==> src/rtl/fault_diag_regs.vh <==
/*
 constants for the fault diagnosis register bank: addresses, field positions,
 reset values and debounce timing. assumes a 10 mhz logic clock.
*/
`ifndef FAULT_DIAG_REGS_VH
`define FAULT_DIAG_REGS_VH

`define CLOCK_HZ 10000000
`define CH_COUNT 8
// diagnosis bank addresses (2-bit pointer)
`define ADDR_DIAG_CHANNELS_0_1 2'h0
`define ADDR_DIAG_CHANNELS_2_3 2'h1
`define ADDR_DIAG_CHANNELS_4_5 2'h2
`define ADDR_DIAG_CHANNELS_6_7 2'h3
// control bank pointer chosen for the command register
`define ADDR_COMMAND_CONTROL 3'h7
// diagnosis register fields
`define BIT_FAULT_EVEN 0
`define BIT_OPEN_EVEN 1
`define BIT_FAULT_ODD 2
`define BIT_OPEN_ODD 3
// command register fields
`define BIT_LATCH_CLEAR 0
`define BIT_RESET_REQ 1
`define BIT_STANDBY 2
`define BIT_WAKE 3
`define COMMAND_RESET 4'h0
// timing in microseconds, as printed
`define OPEN_LOAD_DELAY_MIN_US 100
`define OPEN_LOAD_DELAY_MAX_US 250
`define OVERLOAD_SHUTOFF_DELAY_US 60
// cycle counts: least time rounds up, longest time rounds down
// open load: 100 us at 10 mhz; overload: 60 us less 8 cycles for sync and latch
`define OPEN_LOAD_CYCLES 11'd1000
`define OVERLOAD_CYCLES 11'd592
`define DEBOUNCE_WIDTH 11

`endif

==> src/rtl/fault_debounce.v <==
/*
 one channel of fault debounce: a condition must hold for a full count
 before fire goes high; fire stays high while the condition holds, and the count restarts whenever the condition drops.
 assumes condition inputs are already synchronised to clock.
*/
`timescale 1ns/1ns
`default_nettype none
`include "fault_diag_regs.vh"

module fault_debounce #(
  parameter [`DEBOUNCE_WIDTH-1:0] COUNT = 11'd1
) (
  input wire clock,
  input wire rst_b,
  input wire condition,
  output reg fire
);
  reg [`DEBOUNCE_WIDTH-1:0] count;

  always @(posedge clock or negedge rst_b) begin
    if (!rst_b) begin
      count <= 11'h000;
      fire <= 1'b0;
    end else if (!condition) begin
      count <= 11'h000;
      fire <= 1'b0;
    end else if (count == COUNT - 11'h001) begin
      fire <= 1'b1;
    end else begin
      count <= count + 11'h001;
      fire <= 1'b0;
    end
  end
endmodule
`default_nettype wire

==> src/rtl/fault_diagnosis_register_bank.v <==
/*
 fault diagnosis register bank of an eight-channel relay driver, with its
 spi slave frame engine for register access. assumes detector levels and
 spi pins arrive asynchronously and are synchronised here; scl low at cs edges.
*/
// Notes on behaviour
// an open-load flag sets only after the condition holds 100 to 250 us while the channel is off.
// an overload latches the fault flag and switches the channel off within 60 us.
// with bank select 1, four read-only 4-bit diagnosis registers sit at addresses 00 to 11.
// the even channel fault flag is bit 0 and the odd one bit 2.
// the even channel open-load flag is bit 1 and the odd one bit 3.
// a read-write 4-bit command register holds latch clear, reset, standby and wake; the code gives it no spi read path, only writes.
// writing latch clear clears all fault flags and the bit drops at the next valid frame.
// reading a diagnosis register clears its open-load flags but not its fault flags.
// an over-temperature report sets the fault flag even while the channel is off.
// the master reads with two frames, the data coming back in the second.
// reset clears all latches and the command register.
`timescale 1ns/1ns
`default_nettype none
`include "fault_diag_regs.vh"

module fault_diagnosis_register_bank (
  input wire clock,
  input wire rst_b,
  input wire cs_b,
  input wire scl,
  input wire sdi,
  output reg sdo,
  output reg sdo_oe_b,
  input wire [7:0] channel_on,
  input wire [7:0] overload,
  input wire [7:0] over_temp,
  input wire [7:0] open_load,
  output reg [7:0] channel_shutoff,
  output reg [3:0] command_control,
  output reg transfer_error
);
  reg cs_q1, cs_q2, cs_q3;
  reg scl_q1, scl_q2, scl_q3;
  reg sdi_q1, sdi_q2;
  reg [7:0] ovl_q1, ovl_q2, ot_q1, ot_q2, ol_q1, ol_q2, on_q1, on_q2;
  reg [7:0] protection_fault_flag;
  reg [7:0] open_load_flag;
  reg [7:0] shift;
  reg [2:0] bit_count;
  reg got_bits;
  reg read_pending;
  reg [1:0] read_addr;
  reg read_bank;
  wire [7:0] ovl_fire;
  wire [7:0] ol_fire;
  wire cs_fall = cs_q3 & ~cs_q2;
  wire cs_rise = ~cs_q3 & cs_q2;
  wire scl_rise = ~scl_q3 & scl_q2;
  wire scl_fall = scl_q3 & ~scl_q2;
  wire frame_ok = cs_rise & got_bits & (bit_count == 3'h0);
  wire frame_bad = cs_rise & ~(got_bits & (bit_count == 3'h0));

  function [3:0] diag_word;
    input [1:0] addr;
    input [7:0] fault;
    input [7:0] open;
    reg [2:0] ev;
    begin
      ev = {addr, 1'b0};
      diag_word = 4'h0;
      diag_word[`BIT_FAULT_EVEN] = fault[ev];
      diag_word[`BIT_FAULT_ODD] = fault[ev + 3'h1];
      diag_word[`BIT_OPEN_EVEN] = open[ev];
      diag_word[`BIT_OPEN_ODD] = open[ev + 3'h1];
    end
  endfunction

  genvar g;
  generate
    for (g = 0; g < `CH_COUNT; g = g + 1) begin : chan
      fault_debounce #(.COUNT(`OVERLOAD_CYCLES)) u_ovl (
        .clock(clock),
        .rst_b(rst_b),
        .condition(ovl_q2[g] & on_q2[g]),
        .fire(ovl_fire[g])
      );
      fault_debounce #(.COUNT(`OPEN_LOAD_CYCLES)) u_ol (
        .clock(clock),
        .rst_b(rst_b),
        .condition(ol_q2[g] & ~on_q2[g]),
        .fire(ol_fire[g])
      );
    end
  endgenerate

  always @(posedge clock or negedge rst_b) begin
    if (!rst_b) begin
      cs_q1 <= 1'b1;
      cs_q2 <= 1'b1;
      cs_q3 <= 1'b1;
      scl_q1 <= 1'b0;
      scl_q2 <= 1'b0;
      scl_q3 <= 1'b0;
      sdi_q1 <= 1'b0;
      sdi_q2 <= 1'b0;
      ovl_q1 <= 8'h00;
      ovl_q2 <= 8'h00;
      ot_q1 <= 8'h00;
      ot_q2 <= 8'h00;
      ol_q1 <= 8'h00;
      ol_q2 <= 8'h00;
      on_q1 <= 8'h00;
      on_q2 <= 8'h00;
    end else begin
      cs_q1 <= cs_b;
      cs_q2 <= cs_q1;
      cs_q3 <= cs_q2;
      scl_q1 <= scl;
      scl_q2 <= scl_q1;
      scl_q3 <= scl_q2;
      sdi_q1 <= sdi;
      sdi_q2 <= sdi_q1;
      ovl_q1 <= overload;
      ovl_q2 <= ovl_q1;
      ot_q1 <= over_temp;
      ot_q2 <= ot_q1;
      ol_q1 <= open_load;
      ol_q2 <= ol_q1;
      on_q1 <= channel_on;
      on_q2 <= on_q1;
    end
  end

  // frame engine: sample on falling scl, shift out on rising scl
  always @(posedge clock or negedge rst_b) begin
    if (!rst_b) begin
      shift <= 8'h00;
      bit_count <= 3'h0;
      got_bits <= 1'b0;
      sdo <= 1'b0;
      sdo_oe_b <= 1'b1;
      read_pending <= 1'b0;
      read_addr <= 2'h0;
      read_bank <= 1'b0;
      transfer_error <= 1'b0;
    end else begin
      if (cs_fall) begin
        bit_count <= 3'h0;
        got_bits <= 1'b0;
        sdo_oe_b <= 1'b0;
        if (read_pending && read_bank) begin
          shift <= {2'b01, read_addr, diag_word(read_addr, protection_fault_flag,
            open_load_flag)};
        end else begin
          shift <= {2'b00, 2'b00, diag_word(2'h3, protection_fault_flag, open_load_flag)};
        end
        sdo <= transfer_error | sdi_q2;
      end else if (!cs_q2 && scl_fall) begin
        shift <= {shift[6:0], sdi_q2};
        bit_count <= bit_count + 3'h1;
        got_bits <= 1'b1;
      end else if (!cs_q2 && scl_rise) begin
        sdo <= shift[7];
      end
      if (cs_rise) begin
        sdo_oe_b <= 1'b1;
        transfer_error <= frame_bad;
        if (frame_ok) begin
          read_pending <= ~shift[7] & ~shift[1];
          read_addr <= shift[5:4];
          read_bank <= shift[0];
        end
      end
    end
  end

  // latches and command register
  always @(posedge clock or negedge rst_b) begin
    if (!rst_b) begin
      protection_fault_flag <= 8'h00;
      open_load_flag <= 8'h00;
      command_control <= `COMMAND_RESET;
      channel_shutoff <= 8'h00;
    end else begin
      if (frame_ok) begin
        command_control[`BIT_LATCH_CLEAR] <= 1'b0;
        if (shift[7] && shift[6:4] == `ADDR_COMMAND_CONTROL) begin
          command_control <= shift[3:0];
        end
      end
      if (command_control[`BIT_LATCH_CLEAR]) begin
        protection_fault_flag <= ovl_fire | ot_q2;
        channel_shutoff <= ovl_fire | ot_q2;
      end else begin
        protection_fault_flag <= protection_fault_flag | ovl_fire | ot_q2;
        channel_shutoff <= protection_fault_flag | ovl_fire | ot_q2;
      end
      if (frame_ok && read_pending && read_bank) begin
        open_load_flag <= (open_load_flag & ~(8'h03 << {read_addr, 1'b0})) | ol_fire;
      end else begin
        open_load_flag <= open_load_flag | ol_fire;
      end
    end
  end
endmodule
`default_nettype wire

==> config.mk <==
export PLATFORM = sky130hd
export DESIGN_NAME = fault_diagnosis_register_bank
export DESIGN_NICKNAME = d
export VERILOG_FILES = /design/src/rtl/fault_debounce.v /design/src/rtl/fault_diagnosis_register_bank.v
export VERILOG_INCLUDE_DIRS = /design/src /design/src/rtl
export SDC_FILE = /design/constraint.sdc
export NUM_CORES = 1
export LEC_CHECK = 0
export CAP_MARGIN = 5
export CORE_MARGIN = 1.5
export CORE_UTILIZATION = 68
export CTS_CLUSTER_SIZE = 24
export DETAILED_ROUTE_END_ITERATION = 8
export DONT_BUFFER_PORTS = 1
export PLACE_DENSITY = 0.83
export SKIP_LAST_GASP = 1
export SYNTH_ARGS = -nofsm -noshare
export SYNTH_HDL_FRONTEND = slang
export SYNTH_SLANG_ARGS = --single-unit
==> constraint.sdc <==
create_clock -name clock -period 4 [get_ports clock]
set_input_delay 0.2 -clock clock [delete_from_list [all_inputs] [get_ports clock]]
set_output_delay 0.2 -clock clock [all_outputs]
set_load 0.02 [all_outputs]
After elaboration in Yosys (flattened, before gate mapping). Index checks and enable logic that the tools add are counted.

$add $sub $neg: 18. Order comparisons: 2. Eq/ne operators: 34. Shift operators: 1. Mux-type cells: 87. Bitwise operators: 48. Reduce and logical (&&, ||, !) cells: 14.

Operator list (count): 2-to-1 mux 11 bit (32); adder 11 x 1 -> 11 bit, second input constant (16); equality test 11 x 10 -> 1 bit, second input constant (16); 2-to-1 mux 1 bit (44); bitwise OR 8 bit (5); != test 2 bit, second input constant (17); 2-to-1 mux 8 bit (4); bitwise AND 1 bit (25); inverter 1 bit (15); bitwise AND 8 bit (1); less-than comparator 3 x 4 -> 1 bit, second input constant (2); inverter 8 bit (1); << shifter 2 x 3 -> 8 bit, first input constant (1); 2-to-1 mux 7 bit (1); adder 3 x 1 -> 3 bit, second input constant (2); binary-select mux 1 bit (select 3 bit) (2); logical AND 1 bit (6); 2-to-1 mux 3 bit (2); AND reduction 2 bit (3); nonzero test 2 bit (3); binary-select mux 1 bit (select 2 bit) (2); equality test 3 bit, second input constant (1); logical NOT 3 bit (1); logical NOT 1 bit (1); bitwise OR 1 bit (1).

Flip-flop bits (word level): 303. Input bits: 37.

Longest topological paths before layout.
Word-level depth: 7. Mapped depth: 6. Mapped depth without buffers: 6.

Cells and area by module. Synthesis repeated with hierarchy kept, for this count alone.

Cells, all modules: 1223. Area, all modules: 13459.2 sq um.

By module, submodules not included: fault_debounce (chan[0].u_ol ...) (times used 8, cells each 58, area each 614.3 sq um, sequential area each 300.3 sq um); fault_debounce (chan[0].u_ovl ...) (times used 8, cells each 63, area each 606.8 sq um, sequential area each 300.3 sq um); fault_diagnosis_register_bank (times used 1, cells each 255, area each 3689.8 sq um, sequential area each 2782.7 sq um).

Worst setup path after synthesis. OpenSTA, ideal clock, no wires.

Path kind: register -> register. Start point: register chan[3].u_ovl.count[8]. End point: register chan[3].u_ovl.count[3]. Library setup time: 0.081 ns. Data arrival time: 1.761 ns. Data required time: 3.919 ns. Setup slack: 2.158 ns. Cell stages (with the launch flop): 6. Period minus slack after synthesis: 1.842 ns. Cells stage by stage: dfrtp_1 -> or4b_1 -> or4_1 -> buf_2 -> nor2b_4 -> nor3_2.

Longest elaborated chain between the ends: 2.

Ends and longest elaborated chain: start, declared (RTL line fault_debounce.v:18) `` reg [`DEBOUNCE_WIDTH-1:0] count; ``; start signal, assigned (RTL line fault_debounce.v:30) `count <= count + 11'h001;`; equality test 11 x 10 -> 1 bit (RTL line fault_debounce.v:27) `end else if (count == COUNT - 11'h001) begin`; != test 2 bit (no line).

No other way between the ends. A chain may end at the register's enable or synchronous reset.

Worst setup path in the final report.
Start point: register cs_q2. End point: register command_control[2].

Longest elaborated chain between the ends: 4.

Ends and longest elaborated chain: start, declared (RTL line fault_diagnosis_register_bank.v:38) `reg cs_q1, cs_q2, cs_q3;`; start signal, assigned (RTL line fault_diagnosis_register_bank.v:112) `cs_q2 <= cs_q1;`; bitwise AND 1 bit (RTL line fault_diagnosis_register_bank.v:53) `wire cs_rise = ~cs_q3 & cs_q2;`; net cs_rise (RTL line fault_diagnosis_register_bank.v:53); bitwise AND 1 bit (2 in series) (RTL line fault_diagnosis_register_bank.v:56) `wire frame_ok = cs_rise & got_bits & (bit_count == 3'h0);`; AND reduction 2 bit (no line); end signal, assigned (RTL line fault_diagnosis_register_bank.v:178) `` command_control <= `COMMAND_RESET; ``; end signal, assigned (RTL line fault_diagnosis_register_bank.v:184) `command_control <= shift[3:0];`; end, declared (RTL line fault_diagnosis_register_bank.v:35) `output reg [3:0] command_control,`.

The timed path passes the listed nets, and every way through them passes these cells.

==> results.txt <==
----------------------------------------------------
[Run status]
  Run status ... finished, violations left
  Violations in the final reports ... DRC, hold timing

[Timing]
  Final setup violation count ... 0
  Ratio of final minimum period to clock period ... 51.8%
  Peak clock frequency supported by timing ... 482 MHz
  Final hold vios ... 303
  Pins Over Slew Limit ... 0
  Largest clock skew in the final design ... 0.0114 ns
  Total negative setup slack ... 0 ns
  Normalized max-slew margin ... 24.7%
  RSZ-0062 raised after global routing ... no
  Min setup slack post-route ... 1.93 ns
  Time the final worst path needs with I/O delays and setup ... 2.07 ns
  Hold WS ... -0.652 ns
  Worst-margin pin slew ... 1.12 ns

[Synth]
  Cells after synthesis ... 1151
  Yosys top cell by area ... dfrtp_1
  Flip-flop cell with the highest count after synthesis ... dfrtp_1
  Share of the yosys chip area belonging to registers ... 60.0%
  Yosys synthesis warning count ... 0
  Fraction of registers with async set or reset after synthesis ... 100%
  Avg Inst Size Synth ... 11.0 sq um
  Synth top area share ... 59.2%
  Top cells by instance count after synthesis ... 299 x dfrtp_1, 153 x nor2_1, 85 x nand2_1
  Number of synthesized flops with an enable pin ... 0
  Count of state elements after synthesis ... 303
  Most used standard cell by instance count after synthesis ... dfrtp_1
  Net count after synthesis ... 1208
  Post-synthesis cell type count ... 57
  Synth Cell Area ... 12600 sq um
  Top area cells in the synthesized netlist ... dfrtp_1 59%, nor2_1 4.5%, xnor2_1 4.3%

[Clock tree]
  Clock transition at path regs ... 0.06 ns
  # resized after CTS ... 0
  Number of hold buffers added after CTS ... 35
  CTS HTree Levels ... 1
  Clock buffers created by TritonCTS ... 30
  Setup Buffers After CTS ... 0
  Clock tree root driver cell ... clkbuf_16
  TritonCTS sink count ... 303
  TritonCTS clock tree ... yes
  Clock latency on the worst-skew pair ... 0.55 ns
  Maximum buffer depth of the clock tree ... 3

[Final layout]
  Layout cells sized above 1 ... 6.09%
  # fillers ... 1041
  Signed area change from the synthesized netlist to the final layout ... 13.2%
  Ant. Diodes ... 0
  Post-layout net count ... 1250
  Seq. cell area ... 7590 sq um
  Final Core Density ... 79.2%
  Multi-input gate area in the final layout ... 4830 sq um

[Placed design]
  Detailed Place HPWL ... 13600 um
  Global placement routability congestion ... 0.788
  Number of port buffers ... 0
  Pre-CTS setup slack ... 1.93 ns

[Worst setup path]
  Critical path, cell by cell ... ha_1 -> nand4b_1 -> nor2_1 -> mux2_1
  Top fanout value on the critical path ... 10
  Cell at the slowest stage of the critical path ... dfstp_2
  Worst setup path category ... register to register
  Setup slack of the most critical reg-to-reg path ... 1.93 ns
  Crit Reg-Reg Endpoint ... command_control[2]
  Buf/Inv on CP ... 0
  R2R depth ... 4
  Worst setup EP type ... register
  Dominant delay contributor by cell family on the critical path ... simple AND/OR/NAND/NOR gates
  Required time of the worst setup path ... 4.42 ns
  Startpoint class of the critical path ... register
  Arrival @ worst endpoint ... 2.49 ns
  FF-to-FF Start ... cs_q2
  Slowest stage delay, CP ... 0.57 ns

[Power and ir drop]
  Leakage power summed over all cells ... 0.00612 uW
  Net Sw Frac ... 20.4%
  Logic pwr share ... 2.7%
  Total power per unit cell area ... 458 nW/um^2
  Cell internal pwr ... 5220 uW
  Net Sw Power ... 1340 uW
  Peak supply drop ... 401 uV
  Portion of total power attributed to the clock network ... 48.0%
  Flop pwr share ... 49.3%

[Detailed routing]
  Detailed-routing iteration count for the pre-antenna-repair pass ... 7
  WL/cell ... 15.9 um
  Number of DRC markers after the initial detailed-route iteration ... 569
  Avg Vias per Cell ... 5.87
  Residual DRC count ... 5
  Post-detailed-route count of antenna-violating nets ... 0
  Total vias in the final route ... 8475
  Routed wire length ... 22900 um

[GRT]
  Antenna violations before repair ... 0
  Number of global-route vias before repair ... 8248
  Wire length of the first global-routing pass ... 39600 um
  Combined global-route utilization of all metal layers ... 24.6%
  Maximum number of pins on one net before global-route repair ... 304
  Global route total overflow ... 0

[Die]
  Die width ... 139 um
  Number of placement rows ... 49
  Initial standard-cell utilization of the core ... 69.9%
  Die Height ... 139 um
  Top-level port count ... 52
  Core area ... 18100 sq um
  Total Die Area ... 19400 sq um

[Worst hold path]
  Type of the worst min-delay path ... input port to async pin

[Job]
  Max Cap Violations ... 0

----------------------------------------------------
==> per-layer routing <==
metal / global-route usage, % / wire, um
met1: 34.4 / 10300
met2: 40.9 / 11300
met3: 3.54 / 774
met4: 6.66 / 549
met5: 0 / 0
==> cell type report <==
class / instances / area share, %
tap: 229 / 2.00
timing repair buffer: 35 / 2.45
clock buffer: 39 / 6.11
multi-input combinational: 786 / 33.7
inverter: 37 / 0.970
clock inverter: 15 / 1.81
sequential: 303 / 53.0
==> power groups by stage <==
stage	logic, uW	registers, uW	clock network (uW)
2_1_floorplan	128	3260	0
3_3_place_gp	142	3280	0
3_5_place_dp	151	3290	0
4_1_cts	180	3230	3180
5_1_grt	203	3240	3300
6_report	180	3230	3150
==> sequential cells by signal (all words and copies together), names as in the netlist, 3 cells and up <==
name / cells
chan.u_ovl.fire: 8
ovl_q2: 8
on_q2: 8
protection_fault_flag: 8
chan.u_ol.fire: 8
chan.u_ovl.count: 88
ol_q2: 8
ol_q1: 8
chan.u_ol.count: 88
ot_q2: 8
open_load_flag: 8
shift: 8
on_q1: 8
bit_count: 3
command_control: 4
ot_q1: 8
ovl_q1: 8
==> placed cells by master, fill, tap and decap left out, drive strengths merged, types with 9 or more instances in the layout <==
master	count
nor3	55
nor2	153
a31oi	17
clkbuf	39
nand4	20
a21oi	36
nor4	26
ha	20
dlygate4sd3	35
o21ai	49
or4b	10
mux2i	27
inv	38
dfrtp	299
nand2	85
nand2b	14
o211ai	9
or3	30
xor2	34
xnor2	62
nand3	49
==> cell families after synthesis <==
family / synth area share (%)
and+or+nand+nor: 19.5
DFF: 60.0
AOI/OAI and AO/OA: 7.23
xor gates and xnor gates: 6.65
buffers and inverters: 1.90
muxes: 2.76
adders and majority gates: 1.98
==> worst max-delay path by stage <==
stage,start,endpoint,depth (start not counted)
2_1_floorplan,chan[3].u_ovl.count[8],chan[3].u_ovl.count[3],5
3_3_place_gp,cs_q2,command_control[2],4
6_report,cs_q2,command_control[2],4
3_5_place_dp,cs_q2,command_control[2],4
4_1_cts,cs_q2,command_control[2],4
5_1_grt,cs_q2,command_control[2],4
==> through the flow <==
stage                     hold slack [ns]  std cells  instance area, sq um  power [uW]
after floorplan                   -0.0956       1151                 12600        3390
after global placement            -0.0873       1355                 12800        3420
after detailed placement          -0.0862       1355                 12800        3440
after CTS                          -0.661       1444                 14300        6590
after global routing               -0.667       1444                 14300        6740
final                              -0.652       1444                 14300        6560
Power figures use the tool's default switching activity.
